--- src/design/ebsw_pkg.sv ---
// Purpose: Shared constants for the external bus strobe and wait-state block
// Assumes: Core clock 125 MHz, also driven out as the bus clock
// Notes:   Wait count width and reset value live here
package ebsw_pkg;

   localparam int          WAIT_W         = 4;
   localparam logic [3:0]  WAIT_RST       = 4'h0;
   localparam int          CLK_MHZ        = 125;
   localparam int          SYNC_MAX_MHZ   = 100;
   localparam logic        ACK_ASSERTED   = 1'b0;
   localparam logic        STROBE_IDLE    = 1'b1;
   localparam logic        STROBE_ACTIVE  = 1'b0;

   typedef enum logic [1:0]
   {
      EBSW_IDLE = 2'b00,
      EBSW_WAIT = 2'b01,
      EBSW_ACK  = 2'b10,
      EBSW_DONE = 2'b11
   } ebsw_state_t;

endpackage

--- src/design/ebsw_ack_sync.sv ---
// Purpose: Two-stage synchroniser for the acknowledge pin
// Assumes: Single clock domain on the sampling side
// Notes:   Stage one is read only by stage two
`timescale 1ns/1ps
module ebsw_ack_sync
   import ebsw_pkg::*;
(
   input  wire logic clk_sys_i,
   input  wire logic rstn_i,
   input  wire logic async_i,
   output logic      sync_o
);

   logic meta_r;
   logic meta_nxt;
   logic sync_r;
   logic sync_nxt;

   always_comb
   begin
      meta_nxt = async_i;
      sync_nxt = meta_r;
   end

   // Idle level is deasserted (high)
   always_ff @(posedge clk_sys_i)
   begin
      if (!rstn_i)
      begin
         meta_r <= 1'b1;
         sync_r <= 1'b1;
      end
      else
      begin
         meta_r <= meta_nxt;
         sync_r <= sync_nxt;
      end
   end

   assign sync_o = sync_r;

endmodule

--- src/design/ebsw_ctrl.sv ---
// Purpose: Read/write strobes and wait-state stretching for an external bus
// Assumes: Core starts cycles by a one-cycle request pulse; bus mastership given
// Notes:   Strobe pins are tri-statable: out value plus output enable
`timescale 1ns/1ps

module ebsw_ctrl
   import ebsw_pkg::*;
#(
   parameter int WAIT_BITS = WAIT_W
)
(
   input  wire logic                 clk_sys_i,
   input  wire logic                 rstn_i,
   input  wire logic                 bus_master_i,
   input  wire logic                 cyc_req_i,
   input  wire logic                 cyc_write_i,
   input  wire logic [WAIT_BITS-1:0] bus_wait_config_i,
   input  wire logic                 ack_sync_select_i,
   input  wire logic                 transfer_acknowledge_n_i,
   output logic                      bus_clock_output_o,
   output logic                      rd_n_o,
   output logic                      rd_n_oe_o,
   output logic                      wr_n_o,
   output logic                      wr_n_oe_o,
   output logic                      cyc_busy_o,
   output logic                      cyc_done_o
);

   // Elaboration guard: the countdown needs a usable width
   generate
      if (WAIT_BITS < 1 || WAIT_BITS > 16)
      begin : g_bad_wait_bits
         $error("WAIT_BITS out of range");
      end
   endgenerate

   // ----------------------------------------
   // Acknowledge sampling
   // ----------------------------------------
   logic ack_sync;
   logic ack_direct_r;
   logic ack_seen_n;

   ebsw_ack_sync u_sync
   (
      .clk_sys_i (clk_sys_i),
      .rstn_i    (rstn_i),
      .async_i   (transfer_acknowledge_n_i),
      .sync_o    (ack_sync)
   );

   // Direct mode still registers once; pin is assumed bus-clock aligned
   always_ff @(posedge clk_sys_i)
   begin
      if (!rstn_i)
         ack_direct_r <= 1'b1;
      else
         ack_direct_r <= transfer_acknowledge_n_i;
   end

   assign ack_seen_n = ack_sync_select_i ? ack_sync : ack_direct_r;

   // ----------------------------------------
   // Cycle state
   // ----------------------------------------
   ebsw_state_t          state_r;
   ebsw_state_t          state_nxt;
   logic [WAIT_BITS-1:0] cnt_r;
   logic [WAIT_BITS-1:0] cnt_nxt;
   logic                 write_r;
   logic                 write_nxt;
   logic                 zero_r;
   logic                 zero_nxt;

   always_comb
   begin
      state_nxt = state_r;
      cnt_nxt   = cnt_r;
      write_nxt = write_r;
      zero_nxt  = zero_r;
      case (state_r)
         EBSW_IDLE:
         begin
            if (cyc_req_i && bus_master_i)
            begin
               write_nxt = cyc_write_i;
               cnt_nxt   = bus_wait_config_i;
               zero_nxt  = (bus_wait_config_i == '0);
               state_nxt = EBSW_WAIT;
            end
         end
         EBSW_WAIT:
         begin
            if (cnt_r != '0)
               cnt_nxt = cnt_r - 1'b1;
            else if (zero_r)
               state_nxt = EBSW_DONE;
            else if (ack_seen_n == ACK_ASSERTED)
               state_nxt = EBSW_ACK;
         end
         EBSW_ACK:
         begin
            // finish one clock after acknowledge seen
            state_nxt = EBSW_DONE;
         end
         EBSW_DONE:
         begin
            state_nxt = EBSW_IDLE;
         end
         default:
         begin
            state_nxt = EBSW_IDLE;
         end
      endcase
      if (!bus_master_i && state_r == EBSW_IDLE)
         state_nxt = EBSW_IDLE;
   end

   always_ff @(posedge clk_sys_i)
   begin
      if (!rstn_i)
      begin
         state_r <= EBSW_IDLE;
         cnt_r   <= '0;
         write_r <= 1'b0;
         zero_r  <= 1'b0;
      end
      else
      begin
         state_r <= state_nxt;
         cnt_r   <= cnt_nxt;
         write_r <= write_nxt;
         zero_r  <= zero_nxt;
      end
   end

   // ----------------------------------------
   // Strobes
   // ----------------------------------------
   logic rd_r;
   logic rd_nxt;
   logic wr_r;
   logic wr_nxt;
   logic oe_r;
   logic oe_nxt;
   logic act_nxt;

   always_comb
   begin
      act_nxt = (state_nxt == EBSW_WAIT) || (state_nxt == EBSW_ACK);
      rd_nxt  = (act_nxt && !write_nxt) ? STROBE_ACTIVE : STROBE_IDLE;
      wr_nxt  = (act_nxt && write_nxt) ? STROBE_ACTIVE : STROBE_IDLE;
      oe_nxt  = bus_master_i;
   end

   always_ff @(posedge clk_sys_i)
   begin
      if (!rstn_i)
      begin
         rd_r <= STROBE_IDLE;
         wr_r <= STROBE_IDLE;
         oe_r <= 1'b0;
      end
      else
      begin
         rd_r <= rd_nxt;
         wr_r <= wr_nxt;
         oe_r <= oe_nxt;
      end
   end

   assign rd_n_o             = rd_r;
   assign wr_n_o             = wr_r;
   assign rd_n_oe_o          = oe_r;
   assign wr_n_oe_o          = oe_r;
   assign cyc_busy_o         = (state_r != EBSW_IDLE);
   assign cyc_done_o         = (state_r == EBSW_DONE);
   // Core clock forwarded as the bus clock
   assign bus_clock_output_o = clk_sys_i;

   // ----------------------------------------
   // Checks
   // ----------------------------------------
   a_rd_released: assert property (@(posedge clk_sys_i) disable iff (!rstn_i)
      !$past(bus_master_i) |-> !rd_n_oe_o)
      else $error("read strobe driven while not master");

   a_rd_low_read: assert property (@(posedge clk_sys_i) disable iff (!rstn_i)
      (rd_n_o == STROBE_ACTIVE) |-> !write_r && cyc_busy_o)
      else $error("read strobe low outside a read");

   a_wr_low_write: assert property (@(posedge clk_sys_i) disable iff (!rstn_i)
      (wr_n_o == STROBE_ACTIVE) |-> write_r && cyc_busy_o)
      else $error("write strobe low outside a write");

   a_idle_ignore_ack: assert property (@(posedge clk_sys_i) disable iff (!rstn_i)
      (state_r == EBSW_IDLE && !cyc_req_i) |=> state_r == EBSW_IDLE)
      else $error("cycle started without request");

   a_stretch_hold: assert property (@(posedge clk_sys_i) disable iff (!rstn_i)
      (state_r == EBSW_WAIT && cnt_r == '0 && !zero_r && ack_seen_n) |=> state_r == EBSW_WAIT)
      else $error("cycle ended with acknowledge off");

   a_min_waits: assert property (@(posedge clk_sys_i) disable iff (!rstn_i)
      (state_r == EBSW_WAIT && cnt_r != '0) |=> state_r == EBSW_WAIT && cnt_r == $past(cnt_r) - 1'b1)
      else $error("programmed waits not honoured");

   a_zero_wait: assert property (@(posedge clk_sys_i) disable iff (!rstn_i)
      (state_r == EBSW_IDLE && cyc_req_i && bus_master_i && bus_wait_config_i == '0)
      |=> state_r == EBSW_WAIT ##1 state_r == EBSW_DONE)
      else $error("zero-wait access stretched");

   a_ack_finish: assert property (@(posedge clk_sys_i) disable iff (!rstn_i)
      (state_r == EBSW_WAIT && cnt_r == '0 && !zero_r && !ack_seen_n)
      |=> state_r == EBSW_ACK ##1 cyc_done_o ##1 !cyc_busy_o)
      else $error("cycle not finished one clock after acknowledge");

   a_sync_path: assert property (@(posedge clk_sys_i) disable iff (!rstn_i)
      ack_sync_select_i && $stable(ack_sync_select_i) |-> ack_seen_n == $past(transfer_acknowledge_n_i, 2)
      || $past(!rstn_i, 2))
      else $error("synchronised acknowledge latency wrong");

   a_direct_path: assert property (@(posedge clk_sys_i) disable iff (!rstn_i)
      !ack_sync_select_i |-> ack_seen_n == $past(transfer_acknowledge_n_i))
      else $error("direct acknowledge latency wrong");

endmodule

--- config.mk ---
export PLATFORM = sky130hd
export DESIGN_NAME = ebsw_ctrl
export DESIGN_NICKNAME = d
export VERILOG_FILES = /design/src/design/ebsw_pkg.sv /design/src/design/ebsw_ack_sync.sv /design/src/design/ebsw_ctrl.sv
export SDC_FILE = /design/constraint.sdc
export NUM_CORES = 1
export LEC_CHECK = 0
export BUFFER_PORTS_ARGS = -buffer_cell sky130_fd_sc_hd__buf_2
export CORE_MARGIN = 1
export CORE_UTILIZATION = 50
export DETAILED_ROUTE_END_ITERATION = 8
export GPL_ROUTABILITY_DRIVEN = 0
export PLACE_DENSITY = 0.76
export SLEW_MARGIN = 20
export SYNTH_ARGS = -nofsm -noshare
export SYNTH_HDL_FRONTEND = slang
export SYNTH_SLANG_ARGS = --single-unit
--- constraint.sdc ---
create_clock -name clk_sys_i -period 4.2 [get_ports clk_sys_i]
set_clock_uncertainty 0.2 [all_clocks]
set_input_delay 0.42 -clock clk_sys_i [delete_from_list [all_inputs] [get_ports clk_sys_i]]
set_output_delay 0.42 -clock clk_sys_i [all_outputs]
set_load 0.02 [all_outputs]
## Word level (Yosys, flattened, before mapping)

Cells that the tools add are included.

| operators by class | value |
|---|---|
| add/subtract/negate cells | 1 |
| equal/unequal tests | 7 |
| muxes and demuxes | 14 |
| reductions and logical operators | 14 |

Operators with widths:

| cell | number |
|---|---|
| $mux 2 | 5 |
| $mux 4 | 2 |
| $pmux 2 s4 | 1 |
| $pmux 4 s2 | 1 |
| $eq 2x2->1 const B | 3 |
| $mux 1 | 5 |
| $eq 2x1->1 const B | 2 |
| $logic_and 1x1->1 | 4 |
| $logic_not 4->1 | 1 |
| $ne 2x2->1 const B | 2 |
| $reduce_bool 2->1 | 2 |
| $reduce_bool 4->1 | 1 |
| $sub 4x1->4 const B | 1 |
| $reduce_and 3->1 | 1 |
| $logic_not 1->1 | 2 |
| $logic_not 2->1 | 1 |
| $reduce_and 2->1 | 1 |
| $logic_or 1x1->1 | 1 |

| storage, ports and cells | value |
|---|---|
| register bits after elaboration | 13 |
| input bits | 11 |
| output and inout port bits | 7 |
| logic and storage cells | 45 |

## Depth between registers and ports, before layout

Gate-level depths: netlist of the first run.

| logic depth | value |
|---|---|
| depth in word-level cells | 10 |
| gate-level depth with buffers | 5 |
| mapped depth without buffers | 5 |

## Cells and area by module

A second synthesis of the first run with hierarchy kept.

| unflattened totals | value |
|---|---|
| cell total of the unflattened synthesis | 74 |
| area total of the unflattened synthesis | 732.0 µm² |

By module, submodules not included:

| module | instances | cells an instance | area each (µm²) | sequential area each (µm²) |
|---|---|---|---|---|
| ebsw_ctrl | 1 | 70 | 679.4 | 240.2 |
| ebsw_ack_sync | 1 | 4 | 52.6 | 40.0 |

==> results of run 1 <==
metrics by stage:
stage | hold slack, ps | area, sq um | power [W] | setup slack, ps
2_1_floorplan | 210 | 708 | 0.000228 | 1350
3_3_place_gp | 220 | 785 | 0.000241 | 1340
3_5_place_dp | 234 | 785 | 0.000242 | 1340
4_1_cts | 67.8 | 843 | 0.000365 | 1100
5_1_grt | 79.9 | 843 | 0.000378 | 1090
6_report | 86.0 | 843 | 0.000357 | 1110
repair_timing:
action	in CTS	in global routing
setup buffers	0	0
setup endpoints to repair	0	0
hold buffers	1	0
endpoints found under the hold margin	1	0
report_power, final:
group | internal, W | switching [W]
combinational | 0.0000363 | 0.0000383
sequential | 0.000132 | 0.0000111
clock | 0.0000750 | 0.0000643
logic make-up (layout without fill, tap and decap cells):
family / after synthesis / in the layout / synth area share, %
buffers and inverters: 8 / 29 / 6.01
AOI/OAI and AO/OA: 16 / 16 / 19.3
muxes: 4 / 4 / 5.65
and+or+nand+nor: 29 / 29 / 28.8
adders and majority gates: 2 / 2 / 3.53
DFF: 13 / 13 / 36.7
per-layer routing:
| layer | global-route usage [%] | routed length, um | vias up |
|---|---|---|---|
| met4 | 22.4 | 48 | 0 |
| met5 | 0 | 0 | - |
| met3 | 9.09 | 71 | 6 |
| met1 | 31.5 | 695 | 294 |
| met2 | 36.9 | 700 | 19 |
| li1 | - | - | 316 |
critical path, cell delays in order:
cell	delay [ps]
clkbuf_4	110
clkbuf_4	120
buf_2	150
Yosys cell counts, drive strengths merged (2+ instances only):
| cell type | instances |
|---|---|
| dfxtp | 13 |
| a21oi | 6 |
| buf | 4 |
| inv | 4 |
| mux2i | 4 |
| nand2b | 4 |
| and4bb | 3 |
| nor2 | 3 |
| and2 | 2 |
| ha | 2 |
| nand2 | 2 |
| nand3 | 2 |
| nor3b | 2 |
| nor4 | 2 |
| o32ai | 2 |
layout make-up:
cell class                 instances  area (sq um)
tap                               15          18.8
multi-input combinational         51           405
inverter                           4          15.0
fill                             124           458
clock buffer                       8          53.8
sequential                        13           260
timing repair buffer              17          90.1
how the worst max path moves through the flow:
stage | startpoint | to | slack, ps | cells past startpoint
2_1_floorplan | clk_sys_i | bus_clock_output_o | 1350 | 1
3_3_place_gp | clk_sys_i | bus_clock_output_o | 1340 | 1
3_5_place_dp | clk_sys_i | bus_clock_output_o | 1340 | 1
4_1_cts | clk_sys_i | bus_clock_output_o | 1100 | 3
5_1_grt | clk_sys_i | bus_clock_output_o | 1090 | 3
6_report | clk_sys_i | bus_clock_output_o | 1110 | 3
==> flow_summary_export.csv, run 1 <==
group,metric,value,unit
cells_and_area,utilization,64.8,%
cells_and_area,final_cell_mix,"buf_2 (17), dfxtp_1 (13), clkbuf_4 (6)",
sta,rsz0062_at_grt,"no",
clock_network,cts_tree,"yes",
floorplan,fp.dieArea,1570,sq um
clock_network,cts_resized,0,
sta,slew_violations,0,
detailed_routing,dr.pass1.iters,4,
detailed_routing,drc,0,
worst_setup_path,cp-start-kind,"clock port",
grt,grt_usage,26.4,%
worst_setup_path,critical_path_required,3580,ps
hold_path,hold_start,"rstn_i",
hold_path,hold_depth,2,
synthesis,yosys_warnings,0,
floorplan,start_util,54.4,%
cells_and_area,final_common_cell,"buf_2",
worst_setup_path,endpoint_kind,"primary output",
grt,grt_pass1_vias,625,
synthesis,synthCells,72,
floorplan,fp.dieH,39.6,um
sta,setup_viol,0,
hold_path,worstHoldEndpoint,"u_sync.meta_r",
worst_setup_path,crit_arrival,2470,ps
worst_setup_path,reg2reg_slack,2590,ps
synthesis,synthArstFlopShare,0,%
place,numPlacedInstances,100,
grt,grt_overflow,0,
worst_setup_path,ff2ff_path_depth,3,
sta,slew_headroom,69.0,%
worst_setup_path,crit_type,"clk2out",
synthesis,yosysTopAreaCell,"dfxtp_1",
synthesis,yosysSeqAreaShare,36.7,%
synthesis,post_synth.cell_area_avg,9.84,sq um
detailed_routing,routed_wl,1520,um
worst_setup_path,cp_max_fo,2,
cells_and_area,final_nets,107,
cells_and_area,n_antenna_cell,0,
sta,tns,0,ps
worst_setup_path,timing.rr.end,"cnt_r[0]",
grt,grt_max_degree,15,
cells_and_area,area_delta_synth_final,19.1,%
detailed_routing,vias_per_cell,5.88,
power,power_density,424,nW/um^2
power,p_leak,0.346,nW
synthesis,synthTopCellsByArea,"dfxtp_1 (37%), mux2i_1 (5.7%), and4bb_1 (5.3%)",
cells_and_area,drive_above_1_share,28.0,%
place,dp_hpwl,1140,um
synthesis,synth_cell_types,34,
grt,grt_pass1_wl,2620,um
run_status,status,"finished clean",
cells_and_area,regMostFlops,"cnt_r",
synthesis,yosys_register_bits,13,
synthesis,synth_nets,85,
synthesis,synth-edff-count,0,
synthesis,netlist_area,708,sq um
power,vdd_drop_max,0.222,mV
sta,tightest_slew,464,ps
synthesis,ys.flop_type,"dfxtp_1",
floorplan,rows,13,
grt,antenna_found_initial,0,
detailed_routing,ant_nets,0,
floorplan,die_w,39.6,um
cells_and_area,stdcell_count,108,
synthesis,synth_top_area_share,36.7,%
floorplan,coreArea,1300,sq um
clock_network,worstSkewPairLatency,390,ps
hold_path,hold_class,"in2reg",
floorplan,io_pins,18,
detailed_routing,wire_per_inst,14.0,um
cells_and_area,largest_registers,"cnt_r x4, state_r x2",
worst_setup_path,r2r-start,"state_r[0]",
detailed_routing,vias,635,
clock_network,clk_pin_slew_worst_paths,70,ps
sta,hold_viol,0,
cells_and_area,largest_reg_flops,4,
detailed_routing,drt_iter0_markers,19,
flow_run,cap_viol_max_count,0,
place,port_buffers,17,
(Power assumes the default switching activity.)
==> inputs of run 2 (changes only) <==
- CORE_UTILIZATION: 50 -> 45
- PLACE_DENSITY: 0.76 -> 0.72
- clock period: 4.2 -> 2.64 ns (I/O delays scaled with it)
==> run 2 against run 1 <==
Net effect: cell count rose by 3.7%; flip-flop and latch count stayed put; sequential power grew 60%; register-to-register slack got worse by 1600 ps; sequential share of layout area decreased by 1.4 points; clock power grew 64%; routed wire length rose by 3.0%; final area up 4.7%; first-iteration DRC count up 42%; total power is 62% higher; critical path depth stayed put; die area rose by 11%; critical path type unchanged; critical endpoint unchanged; highest routed layer unchanged.
==> flow_summary_export.csv, run 2 (synthesized netlist as in run 1, its figures left out) <==
group,metric,value,unit
cells_and_area,fillerInstances,123,
hold_path,hold_class,"in2reg",
grt,grt_max_degree,15,
hold_path,hold_start,"bus_wait_config_i[1]",
worst_setup_path,cp_max_fo,2,
worst_setup_path,critical_path_required,2180,ps
cells_and_area,drive_above_1_share,26.8,%
floorplan,fp.dieArea,1740,sq um
place,numPlacedInstances,100,
sta,hold_viol,0,
cells_and_area,largest_reg_flops,4,
detailed_routing,routed_wl,1560,um
power,power_density,658,nW/um^2
worst_setup_path,crit_type,"clk2out",
worst_setup_path,reg2reg_slack,1000,ps
clock_network,cts_tree,"yes",
grt,grt_pass1_vias,617,
cells_and_area,area_delta_synth_final,24.7,%
grt,grt_overflow,0,
grt,grt_pass1_wl,2530,um
place,port_buffers,17,
detailed_routing,drc,0,
clock_network,clk_pin_slew_worst_paths,80,ps
cells_and_area,final_cell_mix,"buf_2 (17), dfxtp_1 (13), clkbuf_4 (6)",
hold_path,hold_depth,3,
worst_setup_path,timing.rr.end,"cnt_r[0]",
sta,slew_violations,0,
worst_setup_path,cp-start-kind,"clock port",
sta,slew_headroom,67.8,%
cells_and_area,largest_registers,"cnt_r x4, state_r x2",
detailed_routing,dr.pass1.iters,4,
cells_and_area,final_nets,111,
power,p_leak,0.361,nW
grt,grt_util_met1,23.1,%
detailed_routing,ant_nets,0,
cells_and_area,final_common_cell,"buf_2",
grt,grt_usage,20.3,%
floorplan,die_w,41.7,um
worst_setup_path,r2r-start,"state_r[0]",
floorplan,io_pins,18,
worst_setup_path,slowest_stage,"buf_2",
worst_setup_path,crit_chain,"clkbuf_4, clkbuf_4, buf_2",
power,total_power,0.000581,W
cells_and_area,stdcell_count,112,
detailed_routing,vias_per_cell,5.97,
clock_network,worstSkewPairLatency,400,ps
sta,setup_viol,0,
run_status,status,"finished clean",
floorplan,coreArea,1380,sq um
sta,tightest_slew,482,ps
floorplan,start_util,51.2,%
grt,antenna_found_initial,0,
worst_setup_path,critPathMaxStageDelay,150,ps
cells_and_area,multi_input_area,405,sq um
cells_and_area,regMostFlops,"cnt_r",
sta,rsz0062_at_grt,"no",
floorplan,fp.dieH,41.7,um
grt,globalRouteMet2Util,30.0,%
detailed_routing,drt_iter0_markers,27,
grt,top_usage_layer,"met2",
cells_and_area,n_antenna_cell,0,
detailed_routing,vias,669,
worst_setup_path,crit_arrival,1700,ps
worst_setup_path,path_common_cell,"clkbuf_4",
floorplan,rows,13,
clock_network,cts_resized,0,
flow_run,cap_viol_max_count,0,
grt,gr-usage-met3,6.52,%
detailed_routing,wire_per_inst,13.9,um
sta,tns,0,ps
worst_setup_path,ff2ff_path_depth,3,
hold_path,worstHoldEndpoint,"cnt_r[1]",
worst_setup_path,endpoint_kind,"primary output",
cells_and_area,regArea,260,sq um
power,vdd_drop_max,0.525,mV
place,dp_hpwl,1070,um
run 2: cell count changes in the layout (fill, tap and decap cells not counted):
cell	delta
dlygate4sd3_1	+4
run 2: worst max-delay path by stage:
| stage | from | to | slack [ps] | depth (start not counted) |
|---|---|---|---|---|
| 6_report | clk_sys_i | bus_clock_output_o | 480 | 3 |
| 3_3_place_gp | clk_sys_i | bus_clock_output_o | 720 | 1 |
| 5_1_grt | clk_sys_i | bus_clock_output_o | 470 | 3 |
| 2_1_floorplan | clk_sys_i | bus_clock_output_o | 720 | 1 |
| 3_5_place_dp | clk_sys_i | bus_clock_output_o | 720 | 1 |
| 4_1_cts | clk_sys_i | bus_clock_output_o | 470 | 3 |
run 2: power by group:
part,switching (W),internal (W)
clock,0.000109,0.000119
combinational,0.0000618,0.0000621
sequential,0.0000183,0.000211
run 2: layout make-up:
| class | instances | share of cell area (%) |
|---|---|---|
| multi-input cells | 51 | 45.9 |
| flip-flops and latches | 13 | 29.5 |
| repair buffers | 21 | 14.7 |
| clock buffers | 8 | 6.09 |
| well taps | 15 | 2.12 |
| inverters | 4 | 1.70 |
run 2: what timing repair did:
item	4_1_cts	5_1_grt
setup buffers	0	0
endpoints found under the hold margin	8	0
hold buffers	5	0
run 2: per-layer routing:
metal | vias up | wire length [um] | part of all wire [%]
li1 | 323 | - | -
met1 | 302 | 668 | 43
met2 | 39 | 718 | 46
met3 | 5 | 141 | 9.0
met4 | 0 | 33 | 2.1
met5 | - | 0 | 0
run 2: metrics by stage:
stage               util [%]  cell area, sq um  hold slack (ps)  setup slack, ps
global placement        56.7               785              198              721
global route            63.9               883             28.1              474
floorplan                  -               708              137              722
finish                  63.9               883             26.6              480
detailed placement      56.7               785              198              721
CTS                     63.9               883             14.5              469
run 2: worst max-delay path, delay by kind of cell:
family,cells,cell delay (ps)
buffers and inverters,3,380
